`src/verilog/smspi_defines.vh`:
```
`ifndef SMSPI_DEFINES_VH
`define SMSPI_DEFINES_VH
// Bit counter width and last bit index of a byte
`define SMSPI_BIT_W 3
`define SMSPI_BYTE_LAST 3'h7
// Reset values of the volatile status flags
`define SMSPI_WLATCH_RST 1'b0
`define SMSPI_BUSY_RST 1'b0
`endif

```
`src/verilog/smspi_sync.v`:
```
`timescale 1ns/1ps
module smspi_sync (
    // Clock and reset
    input wire clk,
    input wire arst_n,
    // Asynchronous level in, synchronised level out
    input wire din,
    output reg dout
);
reg meta_q;
always @(posedge clk or negedge arst_n)
begin
    if (!arst_n)
    begin
        meta_q <= 1'b0;
        dout <= 1'b0;
    end
    else
    begin
        meta_q <= din;
        dout <= meta_q;
    end
end
endmodule

```
`src/verilog/smspi_core.v`:
```
`timescale 1ns/1ps
`include "smspi_defines.vh"
module smspi_core (
    // Clock and power-on reset
    input wire clk,
    input wire arst_n,
    // Serial pins (asynchronous)
    input wire sclk,
    input wire sel_n,
    input wire sdi,
    input wire pause_n,
    input wire wprot_n,
    // Serial output as two signals; enable is active low
    output reg sdo_o,
    output reg sdo_oe_n,
    // Byte stream toward the instruction logic
    output reg [7:0] rx_byte,
    output reg rx_valid,
    output reg cmd_end,
    output reg cmd_aligned,
    output reg wprot_sync,
    // Read data from the instruction logic
    input wire [7:0] tx_byte,
    input wire tx_enable,
    output reg tx_take,
    // Status flags kept here, set and cleared by the instruction logic
    input wire wlatch_set,
    input wire wlatch_clr,
    input wire busy_set,
    input wire busy_clr,
    output reg write_latch_flag,
    output reg busy_flag,
    // Power state
    output reg active,
    output reg selected
);
wire sclk_s;
wire sel_n_s;
wire sdi_s;
wire pause_n_s;
wire wprot_s;
reg sclk_q;
reg sel_n_q;
reg pause_n_q;
reg armed_q;
reg paused_q;
reg [`SMSPI_BIT_W-1:0] bit_q;
reg [7:0] sh_q;
reg [7:0] tx_q;
reg got_bit_q;
wire rise;
wire fall;
wire sel_fall;
wire sel_rise;

function [`SMSPI_BIT_W-1:0] smspi_inc;
    input [`SMSPI_BIT_W-1:0] v;
    begin
        smspi_inc = v + 3'h1;
    end
endfunction

function smspi_edge;
    input now_v;
    input was_v;
    begin
        smspi_edge = now_v & ~was_v;
    end
endfunction

function smspi_boundary;
    input [`SMSPI_BIT_W-1:0] bits;
    input seen;
    begin
        smspi_boundary = seen && (bits == 3'h0);
    end
endfunction

smspi_sync u_sclk (.clk(clk), .arst_n(arst_n), .din(sclk), .dout(sclk_s));
smspi_sync u_sel (.clk(clk), .arst_n(arst_n), .din(sel_n), .dout(sel_n_s));
smspi_sync u_sdi (.clk(clk), .arst_n(arst_n), .din(sdi), .dout(sdi_s));
smspi_sync u_pause (.clk(clk), .arst_n(arst_n), .din(pause_n), .dout(pause_n_s));
smspi_sync u_wp (.clk(clk), .arst_n(arst_n), .din(wprot_n), .dout(wprot_s));

// Edges of the sampled clock; polarity of idle level is irrelevant
assign rise = smspi_edge(sclk_s, sclk_q);
assign fall = smspi_edge(sclk_q, sclk_s);
assign sel_fall = smspi_edge(sel_n_q, sel_n_s);
assign sel_rise = smspi_edge(sel_n_s, sel_n_q);

// Select history resets low like its synchroniser, so a select held low out
// of reset never shows a falling edge; it must be seen high first.
always @(posedge clk or negedge arst_n)
begin
    if (!arst_n)
    begin
        sclk_q <= 1'b0;
        sel_n_q <= 1'b0;
        pause_n_q <= 1'b1;
        armed_q <= 1'b0;
        paused_q <= 1'b0;
        bit_q <= 3'h0;
        sh_q <= 8'h00;
        tx_q <= 8'h00;
        got_bit_q <= 1'b0;
        sdo_o <= 1'b0;
        sdo_oe_n <= 1'b1;
        rx_byte <= 8'h00;
        rx_valid <= 1'b0;
        cmd_end <= 1'b0;
        cmd_aligned <= 1'b0;
        wprot_sync <= 1'b1;
        tx_take <= 1'b0;
        active <= 1'b0;
        selected <= 1'b0;
    end
    else
    begin
        sclk_q <= sclk_s;
        sel_n_q <= sel_n_s;
        pause_n_q <= pause_n_s;
        rx_valid <= 1'b0;
        cmd_end <= 1'b0;
        tx_take <= 1'b0;
        wprot_sync <= wprot_s;
        active <= armed_q & ~sel_n_s;
        if (sel_n_s)
        begin
            // Deselect ends the frame, also from pause, and clears the bit count
            armed_q <= 1'b0;
            paused_q <= 1'b0;
            selected <= 1'b0;
            sdo_oe_n <= 1'b1;
            bit_q <= 3'h0;
            got_bit_q <= 1'b0;
            if (sel_rise && armed_q && !paused_q)
            begin
                // Ends the command on a deselect of an armed frame outside pause; cmd_aligned marks a whole byte boundary after the last bit
                cmd_end <= 1'b1;
                cmd_aligned <= smspi_boundary(bit_q, got_bit_q);
            end
        end
        else
        begin
            if (sel_fall)
            begin
                armed_q <= 1'b1;
                selected <= 1'b1;
                bit_q <= 3'h0;
            end
            // Pause changes only count while the clock is low
            if (armed_q && !sclk_s && pause_n_q && !pause_n_s)
                paused_q <= 1'b1;
            else if (paused_q && !sclk_s && !pause_n_q && pause_n_s)
                paused_q <= 1'b0;
            if (paused_q)
                sdo_oe_n <= 1'b1;
            else if (armed_q && rise)
            begin
                sh_q <= {sh_q[6:0], sdi_s};
                bit_q <= smspi_inc(bit_q);
                got_bit_q <= 1'b1;
                if (bit_q == `SMSPI_BYTE_LAST)
                begin
                    rx_byte <= {sh_q[6:0], sdi_s};
                    rx_valid <= 1'b1;
                end
            end
            // No output before the first bit: with idle-high clock the first edge is a fall
            else if (armed_q && fall && tx_enable && got_bit_q)
            begin
                // Output bit changes on the falling edge, MSB first
                sdo_oe_n <= 1'b0;
                if (smspi_boundary(bit_q, got_bit_q))
                begin
                    sdo_o <= tx_byte[7];
                    tx_q <= {tx_byte[6:0], 1'b0};
                    tx_take <= 1'b1;
                end
                else
                begin
                    sdo_o <= tx_q[7];
                    tx_q <= {tx_q[6:0], 1'b0};
                end
            end
        end
    end
end

// Flags sit apart from the frame logic: a deselect in pause must not touch them
always @(posedge clk or negedge arst_n)
begin
    if (!arst_n)
    begin
        write_latch_flag <= `SMSPI_WLATCH_RST;
        busy_flag <= `SMSPI_BUSY_RST;
    end
    else
    begin
        // Set wins over clear
        write_latch_flag <= wlatch_set | (write_latch_flag & ~wlatch_clr);
        busy_flag <= busy_set | (busy_flag & ~busy_clr);
    end
end
endmodule

```
`config.mk`:
```
export PLATFORM = sky130hd
export DESIGN_NAME = smspi_core
export DESIGN_NICKNAME = d
export VERILOG_FILES = /design/src/verilog/smspi_sync.v /design/src/verilog/smspi_core.v
export VERILOG_INCLUDE_DIRS = /design/src /design/src/verilog
export SDC_FILE = /design/constraint.sdc
export NUM_CORES = 1
export LEC_CHECK = 0
export BUFFER_PORTS_ARGS = -buffer_cell sky130_fd_sc_hd__buf_4
export CELL_PAD_IN_SITES_DETAIL_PLACEMENT = 0
export CELL_PAD_IN_SITES_GLOBAL_PLACEMENT = 1
export CORE_UTILIZATION = 43
export DETAILED_ROUTE_END_ITERATION = 12
export GPL_TIMING_DRIVEN = 0
export PLACE_DENSITY = 0.8
export SYNTH_ARGS = -nofsm -noshare
export SYNTH_HDL_FRONTEND = slang
export SYNTH_HIERARCHICAL = 1
export SYNTH_SLANG_ARGS = --single-unit
```
`constraint.sdc`:
```
create_clock -name clk -period 2 [get_ports clk]
set_input_delay 0 -clock clk [delete_from_list [all_inputs] [get_ports clk]]
set_output_delay 0 -clock clk [all_outputs]
set_load 0.05 [all_outputs]
```
; Word level (Yosys, flattened, before mapping)
; Cells that the tools add are included.
[word_totals]
regBits = 52
inputBits = 20
out_inout_bits = 19
wordCells = 108
[op_classes]
addsub = 1
eq_ne = 3
muxes = 29
bitwise_logic = 17
reduce_logical = 28
[op_table]
columns = operator, count
row1 = 1-bit 2-to-1 mux, 24
row2 = 1-bit logical AND, 13
row3 = 3-bit 2-to-1 mux, 4
row4 = 8-bit 2-to-1 mux, 1
row5 = 1-bit inverter, 8
row6 = 4-bit AND reduction, 2
row7 = 1-bit bitwise AND, 7
row8 = 2-bit AND reduction, 3
row9 = 3-bit nonzero test, 2
row10 = 1-bit zero test, 4
row11 = 2-bit nonzero test, 2
row12 = 3-bit by 1-bit adder with 3-bit output (second input constant), 1
row13 = 3-bit == test (second input constant), 1
row14 = 3-bit zero test, 1
row15 = 3-bit by 2-bit inequality test with 1-bit output (second input constant), 1
row16 = 3-bit AND reduction, 1
row17 = 2-bit by 1-bit inequality test with 1-bit output (second input constant), 1
row18 = 1-bit bitwise OR, 2

; Longest topological paths before layout
; Gate-level depths: netlist (run 1).
[depth]
ltp_word = 9
depth_mapped = 5
mapped_depth_nobuf = 5

; Hierarchy
; The synthesis (run 1) kept the hierarchy.
[by_module_without_submodules]
columns = module, n_inst, cells_per_inst, area_per_inst_um2, seq_area_each_um2
row1 = smspi_core, 1, 118, 1672.9, 1029.7
row2 = smspi_sync, 5, 2, 50.0, 50.0

; Least setup slack after synthesis (run 1)
; No wires, ideal clock.
[synth_timing]
kind = reg2reg
from = register armed_q
to = register sdo_o
setup_ns = 0.125
arrival_ns = 1.841
required_ns = 1.875
setup_slack_ns = 0.034
path_stages_with_launch = 5
path_buffers = 1
synth_period_minus_slack_ns = 1.966
path_cell_list = dfrtp_1 -> and3b_1 -> buf_2 -> nor4b_4 -> mux2_2
[synth_via]
elab_chain_len = 4
word_cells_on_any_way = 6
classes_between = bitwise: 1 / reduce/logical: 5
[synth_lines]
columns = item, line_no
row1 = from (decl), smspi_core.v:45  ; reg armed_q;
row2 = from (signal assigned), smspi_core.v:100  ; armed_q <= 1'b0;
row3 = from (signal assigned), smspi_core.v:130  ; armed_q <= 1'b0;
row4 = from (signal assigned), smspi_core.v:147  ; armed_q <= 1'b1;
row5 = 1-bit logical AND (3 in a row), smspi_core.v:170  ; else if (armed_q && fall && tx_enable && got_bit_q)
row6 = 4-bit AND reduction (no source line) *, -
row7 = to (signal assigned), smspi_core.v:176  ; sdo_o <= tx_byte[7];
row8 = to (signal assigned), smspi_core.v:182  ; sdo_o <= tx_q[7];
row9 = to (decl), smspi_core.v:14  ; output reg sdo_o,
; Mark *: on every way between the ends. The rest lies on a longest branch, timed or not.
; A chain may end at the register's enable or synchronous reset.

; Final worst setup path (run 1)
[layout_timing]
from = register bit_q[0]
to = register sdo_o
[layout_via]
elab_chain_len = 3
[layout_lines]
columns = item, line_no
row1 = from (decl), smspi_core.v:47  ; reg [`SMSPI_BIT_W-1:0] bit_q;
row2 = from (signal assigned), smspi_core.v:161  ; bit_q <= smspi_inc(bit_q);
row3 = 3-bit zero test, smspi_core.v:75  ; smspi_boundary = seen && (bits == 3'h0);
row4 = 1-bit logical AND, smspi_core.v:75
row5 = 1-bit 2-to-1 mux, smspi_core.v:174  ; if (smspi_boundary(bit_q, got_bit_q))
; Every way passes these cells.

==> reports/qor.tcl, run 1 <==
set qor(final_nets) 208
set qor(drt-met1-wl_mm) 1.29
set qor(setup_viol) 0
set qor(vdd_ir_drop_max_uv) 459
set qor(setup_tns_ns) 0
set qor(syn-instance-count) 128
set qor(multi_input_comb_area_sq_um) 608
set qor(worst_reg2reg_setup_slack_ns) 0.23
set qor(placementRows) 23
set qor(synth_cell_type_count) 24
set qor(crit_type) {flip-flop to flip-flop}
set qor(gp_congestion) 0.701
set qor(final.setup.worst_slack_ns) 0.228
set qor(avgSynthCellArea_sq_um) 15.0
set qor(post-route-util) 0.600
set qor(power_leakage_nw) 1.27
set qor(dp_hpwl_mm) 2.08
set qor(r2r_start) {bit_q[0]}
set qor(route.met3.wl_um) 190
set qor(clock_tree_root_buffer_cell) {clkbuf_8}
set qor(place_ws_ns) 0.0780
set qor(n_antenna_cell) 0
set qor(cp-startpoint) {bit_q[0]}
set qor(die_outline_area_sq_mm) 0.00474
set qor(first_iter_violations) 40
set qor(cts_htree_levels) 2
set qor(detail_route.drc_violations) 0
set qor(groute.usage.overall) 0.152
set qor(postSynthNetCount) 151
set qor(cts_sinks) 51
set qor(fp.coreArea_sq_mm) 0.00414
set qor(vertical_die_dimension_um) 68.9
set qor(worst_setup_path_start_kind) {flip-flop}
set qor(final_antenna_net_count) 0
set qor(register_area_sq_mm) 0.00128
set qor(drv_cap) 0
set qor(slew_viol_final) 0
set qor(cellPowerDensity_mw_per_mm2) 764
set qor(fillerInstances) 340
set qor(post_route_cells_drive_above_1_share) 0.452
set qor(routed_wl_mm) 2.99
set qor(maxUsedRoutingLayer) {met4}
set qor(number_of_failing_hold_endpoints_at_the_final_stage) 0
set qor(maximum_number_of_pins_on_one_net_before_global_route_repair) 52
set qor(fin_worst_skew_ns) 0.00712
set qor(initial_antenna_violation_count) 0
set qor(max_clock_freq_mhz) 564
set qor(crit_required_ns) 2.18
set qor(sequential_to_total_area_share_from_yosys_stat) 0.666
set qor(result_of_the_run) {finished, final reports clean}
set qor(first_pass_grt_wire_length_mm) 5.02
set qor(finish.instance_area_sq_mm) 0.00249
set qor(critical_path_endpoint_category) {flip-flop}
set qor(cts_inserted_buffers) 5
set qor(drt_pre_antenna_iters) 3
set qor(fin_crit_ns) 1.77
set qor(via_count) 1145
set qor(latest_clock_arrival_within_the_worst_skew_pair_ns) 0.30
set qor(crit_arrival_ns) 1.96
set qor(p_total_w) 0.00190
set qor(mappedNetlistArea_sq_mm) 0.00192
set qor(slew_headroom) 0.590
set qor(clock_tree_from_tritoncts) {yes}
set qor(r2r.worst_path.cells) 5
set qor(post_dp_cell_area_sq_mm) 0.00227
set qor(globalRoute.totalOverflow) 0
set qor(post_drt_via_cell_ratio) 4.85
set qor(count_of_buffers_from_port_buffering) 38
set qor(holdCritPathClass) {primary input to flip-flop}
set qor(crit_fanout) 10
set qor(yosys_register_bits) 51
set qor(synth-warning-count) 6
set qor(fin_crit_sh) 0.886
set qor(worstMarginPinSlew_ns) 0.615
set qor(post_detailed_route_wirelength_per_cell_um) 12.7
set qor(buffers_from_clock_root_to_sink_at_most) 2
set qor(first_global_vias) 1154
set qor(initial_utilization) 0.464
set qor(number_of_top_level_design_ports) 39
set qor(wl_met2_mm) 1.46
set qor(worst_setup_path_endpoint) {sdo_o}
set qor(die_w_um) 68.9
set qor(path_clk_slew_ns) 0.08
set qor(worst_r2r_endpoint) {sdo_o}
set qor(area.growth.synth_to_final_pct) 29.3
set qor(rsz_0062_raised_after_global_routing) {no}
## where the power goes
group | leakage, nW | switching, W | total [W] | internal, W
Sequential | 0.661 | 0.0000297 | 0.00111 | 0.00108
Combinational | 0.555 | 0.0000850 | 0.000170 | 0.0000846
Clock | 0.0515 | 0.000305 | 0.000621 | 0.000316
## kinds of logic (layout without fill, tap and decap cells)
family,after synthesis,after routing,share of synthesized area
flip-flops,51,51,0.666
buffers and inverters,9,67,0.0182
AND/OR/NAND/NOR,25,25,0.0859
AO/OA/AOI/OAI,8,8,0.0247
adder cells (fa/ha/maj),3,3,0.0195
multiplexers,32,32,0.186
## what timing repair did
item	CTS	global route
hold buffers	10	0
setup endpoints to repair	0	8
setup buffers	0	2
hold endpoints to repair	55	0
gates resized for setup	0	0
## layout make-up
type                            count  share of cell area
Buffer                              2             0.00352
Sequential cell                    51               0.515
Timing Repair Buffer               50               0.161
Tap cell                           50              0.0252
Clock buffer                        8              0.0403
Multi-Input combinational cell     68               0.245
Inverter                            7              0.0106
## metal layers
layer	global-route usage	vias up
met1	0.177	552
met4	0.0612	0
met5	0	-
li1	-	552
met2	0.251	35
met3	0.0592	6
## state kept, by name (all words and copies together), names as in the netlist, 3 cells and up
register	flops
bit_q	3
rx_byte	8
sh_q	7
tx_q	7
## worst min path at each step
stage                     startpoint     endpoint  cells past startpoint
after floorplan               arst_n       active                      0
after global placement        arst_n  cmd_aligned                      1
after detailed placement      arst_n  cmd_aligned                      1
after CTS                 tx_byte[1]      tx_q[2]                      3
after global routing      tx_byte[1]      tx_q[2]                      3
final                     tx_byte[1]      tx_q[2]                      3
## placed cells by master, fill, tap and decap left out, types with 3 or more instances in the layout
cell type and instances:
nand2_1 4, buf_4 40, dfstp_2 3, dlygate4sd3_1 10
inv_1 7, ha_1 3, clkbuf_8 7, nor2_1 6
dfrtp_1 48, a21oi_1 3, nor2b_1 3, mux2_2 30
## Yosys cell counts, drive strengths merged
| master | n | area [sq um] |
|---|---|---|
| and4bb | 1 | 12.5 |
| inv | 7 | 26.3 |
| o21bai | 1 | 7.51 |
| buf | 1 | 5.00 |
| nor4b | 1 | 23.8 |
| mux2 | 30 | 338 |
| nand3b | 1 | 7.51 |
| nor2b | 3 | 18.8 |
| and3b | 2 | 17.5 |
| ha | 3 | 37.5 |
| nand2 | 4 | 15.0 |
| mux2i | 2 | 20.0 |
| a21o | 2 | 15.0 |
| nor2 | 6 | 22.5 |
| clkbuf | 1 | 3.75 |
| nand3 | 2 | 10.0 |
| o21ai | 2 | 10.0 |
| nor4bb | 1 | 10.0 |
| or3b | 1 | 8.76 |
| dfstp | 3 | 78.8 |
| dfrtp | 48 | 1200 |
| a21oi | 3 | 15.0 |
| nand2b | 2 | 12.5 |
| or3 | 1 | 6.26 |
## metrics by stage
stage | cells | hold slack (ns)
after global placement | 216 | 0.0453
after global routing | 236 | 0.0542
after CTS | 234 | 0.0488
after detailed placement | 216 | 0.0663
final | 236 | 0.0568
after floorplan | 128 | -0.296
## worst max-delay path, cell delays in order, from the launching register on
cell and delay, ns:
dfrtp_1 0.40, inv_1 0.06, ha_1 0.19, nand3b_1 0.36
mux2_2 0.39, mux2_2 0.26
Note: power is estimated with default switching activity, not from simulation.
==> run 2: changes to the inputs <==
--- a/config.mk
+++ b/config.mk
@@ -11,7 +11,6 @@
 export CELL_PAD_IN_SITES_GLOBAL_PLACEMENT = 1
 export CORE_UTILIZATION = 43
 export DETAILED_ROUTE_END_ITERATION = 12
-export GPL_TIMING_DRIVEN = 0
 export PLACE_DENSITY = 0.8
 export SYNTH_ARGS = -nofsm -noshare
 export SYNTH_HDL_FRONTEND = slang
==> run 2 against run 1 <==
Against the previous run: cell count shrank 1.3%; register-to-register slack worse by 0.02 ns; non-clock buffer count is 3 lower; wire length rose by 3.7%; utilization hardly changed; via count down 1.6%; combinational power is essentially flat; setup slack worse by 0.022 ns; critical path depth shrank 2; power rose by 5.2%; flip-flop and latch count did not move.
==> reports/qor.tcl, run 2 (synthesis gave the netlist of run 1 again) <==
set qor(result_of_the_run) {finished, final reports clean}
set qor(cts_sinks) 51
set qor(fp.coreArea_sq_mm) 0.00414
set qor(post-route-util) 0.600
set qor(largest_register_ffs) 8
set qor(groute.usage.overall) 0.154
set qor(clock_tree_root_buffer_cell) {clkbuf_8}
set qor(post_route_cells_drive_above_1_share) 0.454
set qor(detail_route.drc_violations) 0
set qor(cts_htree_levels) 2
set qor(fillerInstances) 345
set qor(final_cell_mix) {dfrtp_1, buf_4, mux2_2}
set qor(maximum_number_of_pins_on_one_net_before_global_route_repair) 52
set qor(vdd_ir_drop_max_uv) 563
set qor(number_of_post_cts_setup_repair_buffers) 0
set qor(fin_crit_ns) 1.79
set qor(slew_viol_final) 0
set qor(most_common_cell_after_layout_fill_and_taps_aside) {dfrtp_1}
set qor(worst_setup_path_start_kind) {flip-flop}
set qor(setup_tns_ns) 0
set qor(gp_congestion) 0.744
set qor(multi_input_comb_area_sq_um) 608
set qor(crit_type) {flip-flop to flip-flop}
set qor(dp_hpwl_mm) 2.11
set qor(via_count) 1127
set qor(count_of_buffers_from_port_buffering) 38
set qor(area.growth.synth_to_final_pct) 29.3
set qor(fin_worst_skew_ns) 0.00672
set qor(crit_required_ns) 2.18
set qor(number_of_failing_hold_endpoints_at_the_final_stage) 0
set qor(slew_headroom) 0.595
set qor(p_total_w) 0.00200
set qor(globalRoute.totalOverflow) 0
set qor(setup_viol) 0
set qor(dpl.cell_count) 215
set qor(number_of_top_level_design_ports) 39
set qor(fin_cells) 233
set qor(crit_arrival_ns) 1.98
set qor(post_detailed_route_wirelength_per_cell_um) 13.3
set qor(initial_antenna_violation_count) 0
set qor(holdCritPathClass) {primary input to flip-flop}
set qor(largest_register) {rx_byte}
set qor(post_drt_via_cell_ratio) 4.84
set qor(ctsResizeCount) 0
set qor(drt_pre_antenna_iters) 3
set qor(crit_fanout) 9
set qor(buffers_from_clock_root_to_sink_at_most) 2
set qor(clock_tree_from_tritoncts) {yes}
set qor(final_nets) 205
set qor(final_antenna_net_count) 0
set qor(cellPowerDensity_mw_per_mm2) 803
set qor(critical_path_endpoint_category) {flip-flop}
set qor(max_clock_freq_mhz) 557
set qor(initial_utilization) 0.464
set qor(path_clk_slew_ns) 0.09
set qor(power_leakage_nw) 1.26
set qor(cts_inserted_buffers) 5
set qor(n_antenna_cell) 0
set qor(fin_crit_sh) 0.897
set qor(rsz_0062_raised_after_global_routing) {no}
set qor(place_ws_ns) 0.198
set qor(die_w_um) 68.9
set qor(final.setup.worst_slack_ns) 0.205
set qor(latest_clock_arrival_within_the_worst_skew_pair_ns) 0.30
set qor(layout_top_registers) {rx_byte x8, sh_q x7, tx_q x7}
set qor(drv_cap) 0
set qor(worstMarginPinSlew_ns) 0.607
set qor(first_pass_grt_wire_length_mm) 5.19
set qor(placementRows) 23
set qor(register_area_sq_mm) 0.00128
set qor(first_global_vias) 1153
set qor(postCtsHoldBufs) 10
set qor(die_outline_area_sq_mm) 0.00474
set qor(vertical_die_dimension_um) 68.9
set qor(routed_wl_mm) 3.10
set qor(first_iter_violations) 65
==> run 2: cell types whose count changed in the layout (fill, tap and decap cells not counted) <==
cell	before	now
buf_2	1	0
buf_4	40	39
bufinv_16	0	1
clkbuf_1	2	0
clkbuf_8	7	6
clkinv_2	0	1
==> run 2: metrics by stage <==
stage / hold slack, ns / area [sq um]
finish: 0.0647 / 2490
floorplan: -0.296 / 1920
global placement: 0.0560 / 2270
detailed placement: 0.0609 / 2270
global route: 0.0608 / 2490
CTS: 0.0564 / 2490
==> run 2: layout make-up <==
type / count / share of cell area
Sequential cell: 51 / 0.515
Inverter: 7 / 0.0106
Tap cell: 50 / 0.0252
Multi-Input combinational cell: 68 / 0.244
Timing Repair Buffer: 49 / 0.158
Clock buffer: 6 / 0.0332
Clock inverter: 2 / 0.0141
==> run 2: power breakdown <==
part	internal, W	leakage [nW]	switching [W]
sequential	0.00108	0.661	0.0000302
clock	0.000405	0.0612	0.000313
combinational	0.0000851	0.542	0.0000854
==> run 2: metal layers <==
| metal | vias to the layer above | wire (um) | global-route usage |
|---|---|---|---|
| met5 | - | 0 | 0 |
| met3 | 6 | 196 | 0.0543 |
| met1 | 543 | 1410 | 0.199 |
| met2 | 35 | 1440 | 0.237 |
| met4 | 0 | 51 | 0.0612 |
| li1 | 543 | - | - |
==> run 2: critical path, stage by stage (launching register included) <==
cell and delay [ns]:
dfrtp_1 0.44, and3b_1 0.25, nor4b_4 0.58, mux2_2 0.41
==> run 2: path summary, 6_finish.rpt <==
path / start / end / slack [ns] / depth (start not counted)
max reg2reg: armed_q / tx_q[3] / 0.21 / 3
max in group asynchronous: arst_n / sh_q[4] / 1.32 / 2
min: tx_byte[5] / tx_q[6] / 0.06 / 3
min reg2reg: u_sel/meta_q / u_sel/dout / 0.35 / 0
max: armed_q / tx_q[3] / 0.21 / 3
min in group asynchronous: arst_n / cmd_aligned / 0.27 / 2
==> run 3: changes to the inputs <==
--- a/config.mk
+++ b/config.mk
@@ -12,6 +12,7 @@
 export CORE_UTILIZATION = 43
 export DETAILED_ROUTE_END_ITERATION = 12
 export PLACE_DENSITY = 0.8
+export SETUP_SLACK_MARGIN = 0.5
 export SYNTH_ARGS = -nofsm -noshare
 export SYNTH_HDL_FRONTEND = slang
 export SYNTH_HIERARCHICAL = 1
==> run 3 against run 2 <==
Against the previous run: maximum frequency is 12% higher; critical path depth rose by 1; clock skew grew 0.0069 ns; wire length rose by 11%; flip-flop and latch count unchanged; clock-buffer cell count unchanged; combinational power increased by 13%; critical endpoint is now tx_q[7]; utilization up 3.6 points; largest power group unchanged; sequential power hardly changed; global-route usage grew 1.6 points; clock power down 2%; register-to-register slack better by 0.20 ns.
==> reports/qor.tcl, run 3 (synthesis gave the netlist of run 1 again) <==
set qor(globalRoute.totalOverflow) 0
set qor(critical_path.cell_chain) {and3b_2 -> nor4b_4 -> buf_6 -> mux2_2}
set qor(fillerInstances) 330
set qor(fin_crit_sh) 0.800
set qor(largest_register) {rx_byte}
set qor(netSwitchingFraction) 0.227
set qor(buffers_from_clock_root_to_sink_at_most) 2
set qor(placementRows) 23
set qor(vdd_ir_drop_max_uv) 480
set qor(crit_path_max_incr_delay_ns) 0.44
set qor(post_detailed_route_wirelength_per_cell_um) 14.2
set qor(final_cell_mix) {dfrtp_1, buf_4, mux2_2}
set qor(number_of_failing_hold_endpoints_at_the_final_stage) 0
set qor(number_of_top_level_design_ports) 39
set qor(setup_viol) 0
set qor(fin_hold_ws_ns) 0.0525
set qor(vertical_die_dimension_um) 68.9
set qor(clock_tree_from_tritoncts) {yes}
set qor(maximum_number_of_pins_on_one_net_before_global_route_repair) 52
set qor(cp_slowest_cell) {dfrtp_2}
set qor(switchingPower_w) 0.000457
set qor(place_ws_ns) 0.262
set qor(fin_crit_ns) 1.60
set qor(crit_fanout) 5
set qor(crit_required_ns) 2.19
set qor(critical_path_endpoint_category) {flip-flop}
set qor(drt_pre_antenna_iters) 4
set qor(detail_route.drc_violations) 0
set qor(final_antenna_net_count) 0
set qor(cts_htree_levels) 2
set qor(latest_clock_arrival_within_the_worst_skew_pair_ns) 0.31
set qor(crit_arrival_ns) 1.79
set qor(groute.usage.overall) 0.171
set qor(final_nets) 214
set qor(first_iter_violations) 54
set qor(worst_setup_path_start_kind) {flip-flop}
set qor(cts_inserted_buffers) 5
set qor(area.growth.synth_to_final_pct) 37.0
set qor(initial_antenna_violation_count) 0
set qor(slew_viol_final) 0
set qor(share_comb_of_total_power) 0.096
set qor(most_common_cell_after_layout_fill_and_taps_aside) {dfrtp_1}
set qor(path_clk_slew_ns) 0.10
set qor(first_global_vias) 1234
set qor(power_leakage_nw) 1.33
set qor(via_count) 1196
set qor(clock_tree_root_buffer_cell) {clkbuf_8}
set qor(power_frac_seq) 0.553
set qor(post_route_cells_drive_above_1_share) 0.521
set qor(cellPowerDensity_mw_per_mm2) 762
set qor(drv_cap) 0
set qor(slew_headroom) 0.587
set qor(post_drt_via_cell_ratio) 4.94
set qor(max_clock_freq_mhz) 625
set qor(n_antenna_cell) 0
set qor(clock_power_share) 0.351
set qor(count_of_buffers_from_port_buffering) 38
set qor(routed_wl_mm) 3.44
set qor(setup_tns_ns) 0
set qor(worstMarginPinSlew_ns) 0.620
set qor(largest_register_ffs) 8
set qor(holdCritPathClass) {primary input to flip-flop}
set qor(final.setup.worst_slack_ns) 0.401
set qor(result_of_the_run) {finished, final reports clean}
set qor(die_w_um) 68.9
set qor(dp_hpwl_mm) 2.17
set qor(initial_utilization) 0.464
set qor(fin_worst_skew_ns) 0.0136
set qor(rsz_0062_raised_after_global_routing) {yes}
set qor(crit_type) {flip-flop to flip-flop}
set qor(cts_sinks) 51
set qor(gp_congestion) 0.711
set qor(fp.coreArea_sq_mm) 0.00414
set qor(first_pass_grt_wire_length_mm) 5.60
set qor(layout_top_registers) {rx_byte x8, sh_q x7, tx_q x7}
set qor(die_outline_area_sq_mm) 0.00474
set qor(design_internal_power_w) 0.00155
## run 3: changes by cell type in the layout (fill, tap and decap cells not counted), sizes merged
cell	previous run	this run
clkinvlp	0	1
buf	39	48
clkinv	1	0
## run 3: final timing paths
path                               from    endpoint  slack, ns  depth (start not counted)
min reg2reg                u_sdi/meta_q  u_sdi/dout       0.35                          0
max in group asynchronous        arst_n     armed_q       1.32                          2
max                             armed_q     tx_q[7]       0.40                          4
min                          tx_byte[0]     tx_q[1]       0.05                          4
max reg2reg                     armed_q     tx_q[7]       0.40                          4
min in group asynchronous        arst_n     armed_q       0.25                          2
## run 3: timing repair
action / CTS / global route
hold buffers: 10 / 0
gates resized for setup: 7 / 17
hold endpoints to repair: 55 / 0
setup endpoints to repair: 16 / 17
gates cloned: 1 / 0
pin swaps: 0 / 1
buffers inserted: 6 / 1
## run 3: layer usage
layer,part of all wire,GRT usage,vias to the layer above
met1,0.43,0.207,598
met2,0.51,0.269,28
met5,0,0,-
met4,0.024,0.0995,0
met3,0.044,0.0493,9
li1,-,-,561
## run 3: critical path: cells and delay by family, from the launching register on
kind / cells / cell delay, ns
buffers and inverters: 1 / 0.18
flip-flops: 1 / 0.44
multiplexers: 1 / 0.33
AND/OR/NAND/NOR: 2 / 0.53
## run 3: through the flow
stage	instance area (sq um)	utilization	cells	power (W)
after floorplan	1920	-	128	0.00121
after global placement	2280	0.550	216	0.00128
after detailed placement	2280	0.550	216	0.00129
after CTS	2560	0.619	241	0.00202
after global routing	2640	0.636	242	0.00210
final	2640	0.636	242	0.00201
## run 3: final cells by class
cell class | instances | area, sq um | share of cell area
Tap cell | 50 | 62.6 | 0.0237
Sequential cell | 51 | 1280 | 0.486
Timing Repair Buffer | 58 | 472 | 0.179
Clock inverter | 2 | 37.5 | 0.0142
Inverter | 7 | 26.3 | 0.00997
Multi-Input combinational cell | 68 | 683 | 0.259
Clock buffer | 6 | 72.6 | 0.0275
## run 3: power groups by stage
stage	logic (W)	registers (W)	clock network, W
floorplan	0.0000540	0.00115	0
CTS	0.000186	0.00111	0.000727
finish	0.000193	0.00111	0.000705
global route	0.000211	0.00112	0.000769
detailed placement	0.000158	0.00113	0
global placement	0.000152	0.00113	0
